--- src/epi_pkg.sv ---
// Package for the external pin interrupt block: offsets, fields, types
package epi_pkg;
  localparam int unsigned ADDR_W = 4;
  localparam int unsigned DATA_W = 8;
  // Register offsets (index on the plain register port)
  localparam logic [3:0] OFS_CTRL = 4'h0;
  localparam logic [3:0] OFS_STAT = 4'h1;
  localparam logic [3:0] OFS_MASK = 4'h2;
  // Control register field positions
  localparam int unsigned BIT_MODE = 0;
  localparam int unsigned BIT_IE   = 1;
  localparam int unsigned BIT_ACK  = 2;
  localparam int unsigned BIT_FLAG = 3;
  localparam int unsigned BIT_PE   = 4;
  localparam int unsigned BIT_POL  = 5;
  localparam int unsigned BIT_PDD  = 6;
  localparam int unsigned BIT_RSV  = 7;
  // Event status bits
  localparam int unsigned EV_REQ   = 0;
  localparam int unsigned EV_ACK   = 1;
  localparam int unsigned EV_W     = 2;
  localparam logic [7:0] RST_BYTE  = 8'h00;
  localparam logic [1:0] RST_EV    = 2'h0;

  typedef struct packed {
    logic       pull_disable;
    logic       edge_polarity;
    logic       pin_function_enable;
    logic       request_interrupt_enable;
    logic       detection_mode;
  } epi_ctrl_s;

  typedef struct packed {
    logic [ADDR_W-1:0] addr;
    logic [DATA_W-1:0] wdata;
    logic              wr;
    logic              rd;
  } epi_bus_s;
endpackage

--- src/epi_top.sv ---
// External interrupt request pin logic with register port and event irq
//
// Contract
// - Pin function enable gates all request events
// - Pull on unless pull-disable set, when enabled
// - Polarity bit: 0 falling/low, 1 rising/high
// - Rising uses pull-down, falling uses pull-up
// - Mode bit: edges only, or edges plus levels
// - Request flag set on qualifying pin event
// - Writing acknowledge one clears flag; reads zero
// - Level mode: acknowledge ignored while pin asserted
// - Interrupt request equals flag and enable
//
// Chosen here: the plain strobed port and the placing of the registers.
`timescale 1ns/100ps
`default_nettype none
module epi_top (
  input  wire logic                      i_clk_sys,
  input  wire logic                      i_rst,
  input  wire logic [epi_pkg::ADDR_W-1:0] i_addr,
  input  wire logic [epi_pkg::DATA_W-1:0] i_wdata,
  input  wire logic                      i_wr,
  input  wire logic                      i_rd,
  output logic      [epi_pkg::DATA_W-1:0] o_rdata,
  input  wire logic                      i_req_pin,
  output logic                           o_pull_up_en,
  output logic                           o_pull_down_en,
  output logic                           o_cpu_irq,
  output logic                           o_evt_irq
);
  epi_pkg::epi_bus_s  bus;
  epi_pkg::epi_ctrl_s ctrl_ff, nxt_ctrl;
  logic               flag_ff, nxt_flag;
  logic [1:0]         sync_ff;
  logic               pin_q_ff;
  logic [epi_pkg::DATA_W-1:0] rdata_ff, nxt_rdata;
  logic [epi_pkg::EV_W-1:0]   stat_ff, nxt_stat, mask_ff, nxt_mask;
  logic               pu_ff, nxt_pu, pd_ff, nxt_pd;
  logic               irq_ff, nxt_irq, eirq_ff, nxt_eirq;
  logic               pin_now, active, edge_hit, lvl_hit, event_hit;
  logic               ack_wr;
  logic [1:0]         nxt_sync;
  logic               nxt_pin_q;

  // Strobe qualified by register index; shared by the write and status-clear decoders, not the read data case
  function automatic logic reg_sel(
    input logic                       strobe,
    input logic [epi_pkg::ADDR_W-1:0] addr,
    input logic [epi_pkg::ADDR_W-1:0] ofs
  );
    return strobe && (addr == ofs);
  endfunction

  assign bus = '{addr: i_addr, wdata: i_wdata, wr: i_wr, rd: i_rd};

  // Synchroniser; the first stage feeds only the second
  // two-stage sync
  always_comb begin
    nxt_sync  = {sync_ff[0], i_req_pin};
    nxt_pin_q = sync_ff[1];
  end

  always_ff @(posedge i_clk_sys) begin
    if (i_rst) begin
      sync_ff  <= 2'h0;
      pin_q_ff <= 1'b0;
    end else begin
      sync_ff  <= nxt_sync;
      pin_q_ff <= nxt_pin_q;
    end
  end

  always_comb begin
    pin_now = sync_ff[1];
    active   = ctrl_ff.edge_polarity ? pin_now : ~pin_now;
    edge_hit = ctrl_ff.edge_polarity ? (pin_now & ~pin_q_ff)
                                     : (~pin_now & pin_q_ff);
    lvl_hit  = ctrl_ff.detection_mode & active;
    event_hit = ctrl_ff.pin_function_enable & (edge_hit | lvl_hit);
  end

  assign ack_wr = reg_sel(bus.wr, bus.addr, epi_pkg::OFS_CTRL)
                  && bus.wdata[epi_pkg::BIT_ACK];

  always_comb begin
    nxt_ctrl = ctrl_ff;
    nxt_flag = flag_ff;
    nxt_mask = mask_ff;
    nxt_stat = stat_ff;
    if (reg_sel(bus.wr, bus.addr, epi_pkg::OFS_CTRL)) begin
      nxt_ctrl.pull_disable  = bus.wdata[epi_pkg::BIT_PDD];
      nxt_ctrl.edge_polarity = bus.wdata[epi_pkg::BIT_POL];
      nxt_ctrl.pin_function_enable = bus.wdata[epi_pkg::BIT_PE];
      nxt_ctrl.request_interrupt_enable = bus.wdata[epi_pkg::BIT_IE];
      nxt_ctrl.detection_mode = bus.wdata[epi_pkg::BIT_MODE];
    end
    if (reg_sel(bus.wr, bus.addr, epi_pkg::OFS_MASK))
      nxt_mask = bus.wdata[epi_pkg::EV_W-1:0];
    if (ack_wr)
      nxt_flag = 1'b0;
    // level mode holds flag; set wins over clear
    if (ack_wr && ctrl_ff.detection_mode && active
        && ctrl_ff.pin_function_enable)
      nxt_flag = 1'b1;
    if (event_hit)
      nxt_flag = 1'b1;
    // Read of status clears it, but a new event in that cycle survives
    if (reg_sel(bus.rd, bus.addr, epi_pkg::OFS_STAT))
      nxt_stat = epi_pkg::RST_EV;
    if (event_hit)
      nxt_stat[epi_pkg::EV_REQ] = 1'b1;
    if (ack_wr)
      nxt_stat[epi_pkg::EV_ACK] = 1'b1;
  end

  always_comb begin
    nxt_rdata = epi_pkg::RST_BYTE;
    if (bus.rd) begin
      unique case (bus.addr)
        // ack reads zero, bit seven zero
        epi_pkg::OFS_CTRL: begin
          nxt_rdata[epi_pkg::BIT_PDD]  = ctrl_ff.pull_disable;
          nxt_rdata[epi_pkg::BIT_POL]  = ctrl_ff.edge_polarity;
          nxt_rdata[epi_pkg::BIT_PE]   = ctrl_ff.pin_function_enable;
          nxt_rdata[epi_pkg::BIT_FLAG] = flag_ff;
          nxt_rdata[epi_pkg::BIT_IE]   =
            ctrl_ff.request_interrupt_enable;
          nxt_rdata[epi_pkg::BIT_MODE] = ctrl_ff.detection_mode;
        end
        epi_pkg::OFS_STAT: nxt_rdata[epi_pkg::EV_W-1:0] = stat_ff;
        epi_pkg::OFS_MASK: nxt_rdata[epi_pkg::EV_W-1:0] = mask_ff;
        default:           nxt_rdata = epi_pkg::RST_BYTE;
      endcase
    end
    nxt_pu = ctrl_ff.pin_function_enable & ~ctrl_ff.pull_disable
             & ~ctrl_ff.edge_polarity;
    nxt_pd = ctrl_ff.pin_function_enable & ~ctrl_ff.pull_disable
             & ctrl_ff.edge_polarity;
    nxt_irq  = nxt_flag & nxt_ctrl.request_interrupt_enable;
    nxt_eirq = |(nxt_stat & nxt_mask);
  end

  always_ff @(posedge i_clk_sys) begin
    if (i_rst) begin
      ctrl_ff  <= '0;
      flag_ff  <= 1'b0;
      stat_ff  <= epi_pkg::RST_EV;
      mask_ff  <= epi_pkg::RST_EV;
      rdata_ff <= epi_pkg::RST_BYTE;
      pu_ff    <= 1'b0;
      pd_ff    <= 1'b0;
      irq_ff   <= 1'b0;
      eirq_ff  <= 1'b0;
    end else begin
      ctrl_ff  <= nxt_ctrl;
      flag_ff  <= nxt_flag;
      stat_ff  <= nxt_stat;
      mask_ff  <= nxt_mask;
      rdata_ff <= nxt_rdata;
      pu_ff    <= nxt_pu;
      pd_ff    <= nxt_pd;
      irq_ff   <= nxt_irq;
      eirq_ff  <= nxt_eirq;
    end
  end

  assign o_rdata        = rdata_ff;
  assign o_pull_up_en   = pu_ff;
  assign o_pull_down_en = pd_ff;
  assign o_cpu_irq      = irq_ff;
  assign o_evt_irq      = eirq_ff;
endmodule
`default_nettype wire

--- config.mk ---
export PLATFORM = sky130hd
export DESIGN_NAME = epi_top
export DESIGN_NICKNAME = d
export VERILOG_FILES = /design/src/epi_pkg.sv /design/src/epi_top.sv
export SDC_FILE = /design/constraint.sdc
export NUM_CORES = 1
export LEC_CHECK = 0
export BUFFER_PORTS_ARGS = -buffer_cell sky130_fd_sc_hd__buf_4
export CAP_MARGIN = 20
export CORE_MARGIN = 3
export CORE_UTILIZATION = 54
export CTS_BUF_LIST = sky130_fd_sc_hd__clkbuf_4 sky130_fd_sc_hd__clkbuf_8
export DETAILED_ROUTE_END_ITERATION = 7
export PLACE_DENSITY_LB_ADDON = 0.25
export SLEW_MARGIN = 5
export SYNTH_ARGS = -nofsm -noshare
export SYNTH_HDL_FRONTEND = slang
export SYNTH_SLANG_ARGS = --single-unit
--- constraint.sdc ---
create_clock -name i_clk_sys -period 3.25 [get_ports i_clk_sys]
set_input_delay 0.1625 -clock i_clk_sys [delete_from_list [all_inputs] [get_ports i_clk_sys]]
set_output_delay 0.1625 -clock i_clk_sys [all_outputs]
set_load 0.02 [all_outputs]
==> metrics.cfg, run 1 <==
[hold_path]
min_from=i_req_pin
min_path_cells=2
min_to=sync_ff[0]$_SDFF_PP0_
hold_path.class=in2reg

[worst_setup_path]
critPathRequiredTime_ns=3.44
path_cells=xor2_1 -> o211ai_1 -> a21boi_0 -> nor3_1
reg2reg_to=o_cpu_irq$_SDFF_PP0_
worst_setup_path_start_kind=register
worstPathBufferInverterCount=0
path_delay_family=compound AO/OA/AOI/OAI gates
crit_type=reg2reg
path_max_fanout=6
slowest_delay_ns=0.38
r2r-start=ctrl_ff[3]$_SDFFE_PP0N_
rr_worst_depth=4
crit_slowest_cell=dfxtp_1
cp_data_arrival_time_ns=1.52
cp-end-kind=register
reg2reg_slack_ns=1.92
cp_num_cells=4

[yosys]
ys_async_sr_fraction_pct=0
synth_top_area_cell=dfxtp_1
yosys-top-cells-count=dfxtp_1, nand2_1, a21oi_1, nor2_1
synth_compound_area_share_pct=8.69
synth-warning-count=0
yosys.area_share.adder_pct=0
netlist_area_um2=850
synth_xor_area_share_pct=2.06
synth_top_family_by_area=simple AND/OR/NAND/NOR gates
synth_edf_count=0
synthMuxAreaShare_pct=6.48
ys.flop_type=dfxtp_1
synth_cells=87
synth_area_leaders=dfxtp_1, a21oi_1, mux2i_1
synthDominantCellAreaShare_pct=54.2
post-synth-top-count-cell=dfxtp_1
syn_avg_cell_area_um2=9.77
ys_seq_area_share_pct=54.2
synth_seq_cells=23
synth-simple-area-share_pct=24.9
synth_cell_types=29

[pwr]
power_density_mw_per_mm2=426
power_leakage_nw=0.447
vdd_drop_max_mv=0.318
power.total_w=0.000448

[clock_network]
cts_max_level=1
holdBufCountCts=0
postCtsResizedCells=0
root_buffer=clkbuf_4
cts_buffers=3
clk_transition_reported_paths_ns=0.12
cts_tree=built
post_cts.repair.setup_buffers=0
clock_sinks=23
cts_buffer_depth=2
clk-insertion-delay-late_ns=0.31

[final_layout]
area_growth_pct=23.9
stdcell_area_mm2=0.00105
fillers=98
fin_cells=126
layout-drive-gt1-share_pct=27.9
final_nets=129
diodes=0

[sta]
fmax_ghz=0.754
finalSetupTns_ns=0
slew_viol_final=0
setup_viol=0
clock-skew-final_ns=0.00397
grt_setup_unrepaired=no
fin_hold_ws_ns=0.0601
fin_crit_sh_pct=40.8
finalHoldViolations=0
fin_crit_ns=1.33

[grt]
grt_most_used_layer=met2
grt_use_total_pct=18.1
grtUsageMet3_pct=2.37
met1_usage_pct=22.7
use_met2_pct=29.2
grt_pass1_wl_um=2680
grt-ovfl-total=0
grt_max_degree=21
antenna_found_initial=0
grt_pass1_vias=621

[die]
rows=13
initial_core_util_pct=61.4
ios=29
coreArea_mm2=0.00138
dieHeight_um=45.7
die_area_mm2=0.00209
die_x_um=45.7

[placement]
hpwlAfterDp_um=1170
gp_congestion=0.733
dp_cells=122
io_buffers=24
placed_area_mm2=0.00102

[run_status]
outcome=completed

[routing]
routed_wl_um=1550
vias=661
wl_per_cell_um=12.3
drtPass1Iterations=4
vias_per_cell=5.25
drc_errors=0
initialDrtViolationCount=17
postRouteAntennaNets=0

[job]
drv_cap=0

## where the power goes
part           leakage, nW  internal [W]  switching, W
Combinational        0.243     0.0000171     0.0000160
Sequential           0.186      0.000285    0.00000169
Clock               0.0177     0.0000459     0.0000829
## cells by family (layout without fill, tap and decap cells)
logic type	after synthesis	count (layout)
and+or+nand+nor	38	38
DFF	23	23
AOI/OAI and AO/OA	13	13
muxes	5	5
buffers and inverters	5	28
xor gates and xnor gates	2	2
other	1	2
## cell type report
type | count | area [um^2] | share of cell area [%]
Multi-Input combinational cell | 60 | 365 | 34.7
Clock buffer | 3 | 22.5 | 2.14
Timing Repair Buffer | 24 | 180 | 17.1
Sequential cell | 23 | 460 | 43.8
Tap cell | 15 | 18.8 | 1.78
Clock inverter | 1 | 5.00 | 0.476
## registers in the layout, indices dropped and copies added (netlist names)
| name | flops |
|---|---|
| flag_ff | 1 |
| o_cpu_irq | 1 |
| mask_ff | 2 |
| ctrl_ff | 5 |
| pin_q_ff | 1 |
| o_rdata | 6 |
| o_pull_down_en | 1 |
| sync_ff | 2 |
| stat_ff | 2 |
| o_pull_up_en | 1 |
| o_evt_irq | 1 |
## metrics by stage
step                util (%)  worst slack (ns)
detailed placement      74.1              1.82
global route            76.1              1.83
CTS                     76.1              1.94
global placement        74.1              1.87
floorplan                  -              2.07
finish                  76.1              1.92
## routing by layer
layer | up-vias | wire length (um)
met4 | 0 | 13
met2 | 22 | 727
li1 | 339 | -
met1 | 298 | 716
met3 | 2 | 95
met5 | - | 0
## cell usage in the layout, fill, tap and decap left out, types with 2 or more instances in the layout
cell and n:
mux2i_1 4, conb_1 2, buf_4 24, nor2b_1 4, nor3_1 3, nand2_1 9, o21ai_0 2, and2_1 4
a21oi_1 8, clkbuf_4 3, nand2b_1 3, nor2_1 6, dfxtp_1 23
## worst max path at each step
stage / to / start
2_1_floorplan: o_evt_irq$_SDFF_PP0_ / i_addr[3]
3_3_place_gp: o_evt_irq$_SDFF_PP0_ / i_addr[3]
3_5_place_dp: o_evt_irq$_SDFF_PP0_ / i_addr[3]
4_1_cts: o_cpu_irq$_SDFF_PP0_ / ctrl_ff[3]$_SDFFE_PP0N_
5_1_grt: o_cpu_irq$_SDFF_PP0_ / ctrl_ff[3]$_SDFFE_PP0N_
6_report: o_cpu_irq$_SDFF_PP0_ / ctrl_ff[3]$_SDFFE_PP0N_
## worst register-to-register path, stage by stage, from the launching register on
cell,delay (ns)
dfxtp_1,0.38
xor2_1,0.18
o211ai_1,0.21
a21boi_0,0.37
nor3_1,0.09
Note: power is estimated with default switching activity, not from simulation.
==> run 2: changes to the inputs <==
--- a/config.mk
+++ b/config.mk
@@ -8,7 +8,7 @@
 export BUFFER_PORTS_ARGS = -buffer_cell sky130_fd_sc_hd__buf_4
 export CAP_MARGIN = 20
 export CORE_MARGIN = 3
-export CORE_UTILIZATION = 54
+export CORE_UTILIZATION = 45
 export CTS_BUF_LIST = sky130_fd_sc_hd__clkbuf_4 sky130_fd_sc_hd__clkbuf_8
 export DETAILED_ROUTE_END_ITERATION = 7
 export PLACE_DENSITY_LB_ADDON = 0.25
==> constraint.sdc (replaced) <==
create_clock -name i_clk_sys -period 1.2 [get_ports i_clk_sys]
set_input_delay 0.06 -clock i_clk_sys [delete_from_list [all_inputs] [get_ports i_clk_sys]]
set_output_delay 0.06 -clock i_clk_sys [all_outputs]
set_load 0.02 [all_outputs]
==> metrics.cfg, run 2 (synthesized netlist as in run 1, its figures left out) <==
[clock_network]
clk_transition_reported_paths_ns=0.12  ; about the same
cts_buffer_depth=2  ; unchanged
cts_max_level=1  ; unchanged
clock_sinks=23  ; unchanged
cts_buffers=3  ; unchanged
post_cts.repair.setup_buffers=0  ; unchanged
cts_tree=built
root_buffer=clkbuf_4
clk-insertion-delay-late_ns=0.30  ; about the same

[die]
coreArea_mm2=0.00175  ; +26%
die_x_um=49.5  ; +8.3%
die_area_mm2=0.00245  ; +17%
ios=29  ; unchanged
rows=15  ; +2
initial_core_util_pct=48.7  ; -13 points
dieHeight_um=49.5  ; +8.3%

[placement]
io_buffers=24  ; unchanged
gp_congestion=0.765  ; +4.3%
placed_area_mm2=0.00109  ; +6.3%
hpwlAfterDp_um=1210  ; +3.9%

[routing]
initialDrtViolationCount=3  ; -14
vias_per_cell=4.80  ; -8.6%
postRouteAntennaNets=0  ; unchanged
drc_errors=0  ; unchanged
routed_wl_um=1630  ; +5.1%
wl_per_cell_um=11.0  ; -11%
drtPass1Iterations=2  ; -2
vias=710  ; +7.4%

[sta]
clock-skew-final_ns=0.00164  ; -0.00233 ns
slew_viol_final=0  ; unchanged
fin_crit_sh_pct=95.9  ; +55 points
finalSetupTns_ns=0  ; unchanged
finalHoldViolations=0  ; unchanged
fin_crit_ns=1.15  ; -0.176 ns
grt_setup_unrepaired=yes
setup_viol=0  ; unchanged
fmax_ghz=0.869  ; +15%

[pwr]
vdd_drop_max_mv=0.776  ; +140%
power_leakage_nw=0.504  ; +13%
power_density_mw_per_mm2=1050  ; +150%

[worst_setup_path]
path_max_fanout=3  ; -3
crit_type=reg2reg
critPathRequiredTime_ns=1.41  ; -2.03 ns
cp-end-kind=register
path_cells=xor2_1 -> o211ai_1 -> a21oi_1 -> a22o_1
cp_data_arrival_time_ns=1.36  ; -0.16 ns
crit_slowest_cell=dfxtp_2
slowest_delay_ns=0.36  ; -0.02 ns
worst_setup_path_start_kind=register

[final_layout]
largest_reg_flops=6  ; unchanged
diodes=0  ; unchanged
stdcell_area_mm2=0.00117  ; +11%
fillers=157  ; +60%
final_cell_mix=buf_4, dfxtp_1, nand2_1, a21oi_1, nor2_1
final_common_cell=buf_4
area_growth_pct=38.0
final_nets=141  ; +9.3%
layout-drive-gt1-share_pct=32.5  ; +4.6 points

[grt]
grt_pass1_vias=657  ; +5.8%
grt_use_total_pct=14.1  ; -4.0 points
antenna_found_initial=0  ; unchanged
grt_max_degree=21  ; unchanged
grt_pass1_wl_um=2660  ; -1.0%
grt-ovfl-total=0  ; unchanged

[run_status]
outcome=completed

[hold_path]
hold_path.class=in2reg

[job]
drv_cap=0  ; unchanged

==> run 2: cell types whose count changed in the layout (fill, tap and decap cells not counted) <==
cell           change
a21boi_0           -1
dfxtp_1            -1
dlygate4sd3_1      +5
dfxtp_2            +1
a21boi_2           +1
buf_4              +7
==> run 2: final timing paths <==
path / startpoint / to / slack (ns) / cells after the start
worst min-delay path: i_wdata[1] / ctrl_ff[1]$_SDFF_PP0_ / 0.02 / 3
worst max-delay path: ctrl_ff[3]$_SDFFE_PP0N_ / o_evt_irq$_SDFF_PP0_ / 0.05 / 4
worst min register to register: sync_ff[0]$_SDFF_PP0_ / sync_ff[1]$_SDFF_PP0_ / 0.45 / 1
worst max register to register: ctrl_ff[3]$_SDFFE_PP0N_ / o_evt_irq$_SDFF_PP0_ / 0.05 / 4
==> run 2: cell type report <==
cell class                 instances  area [um^2]  share of cell area (%)
sequential                        23          462                    39.4
multi-input combinational         60          369                    31.5
timing repair buffer              36          283                    24.1
tap                               25         31.3                    2.67
clock buffer                       3         22.5                    1.92
clock inverter                     1         5.00                   0.427
==> run 2: report_power, final <==
group | leakage [nW] | internal, W | switching [W]
registers | 0.186 | 0.000771 | 0.00000414
clock network | 0.0177 | 0.000124 | 0.000220
logic | 0.300 | 0.0000644 | 0.0000478
==> run 2: per-stage QoR <==
step                      setup slack [ns]  util, %  instances  total power [W]  hold WS, ns
final                               0.0492     67.2        148          0.00123       0.0232
after global routing              -0.00244     67.2        148          0.00128       0.0283
after CTS                           0.0426     66.9        148          0.00125       0.0146
after detailed placement           -0.0481     62.4        139         0.000891        0.288
after global placement             -0.0343     62.4        139         0.000889        0.275
after floorplan                      0.108        -         88         0.000838        0.188
==> run 2: critical path, delay by kind of cell, from the launching register on <==
kind,cells,cell delay [ns]
AO/OA/AOI/OAI,3,0.53
flip-flops,1,0.36
XOR/XNOR,1,0.15
==> run 2: per-layer routing <==
layer	global-route usage, %	part of all wire (%)	vias to the layer above
met5	0	0	-
met4	6.91	0.92	0
met3	3.63	7.4	2
met2	23.4	44	23
met1	16.8	47	320
li1	-	-	365
==> run 2: timing repair <==
action | in CTS | in global routing
hold buffers | 5 | 0
gates resized for setup | 1 | 2
pin swaps | 0 | 1
setup endpoints to repair | 1 | 3
hold endpoints to repair | 5 | 0
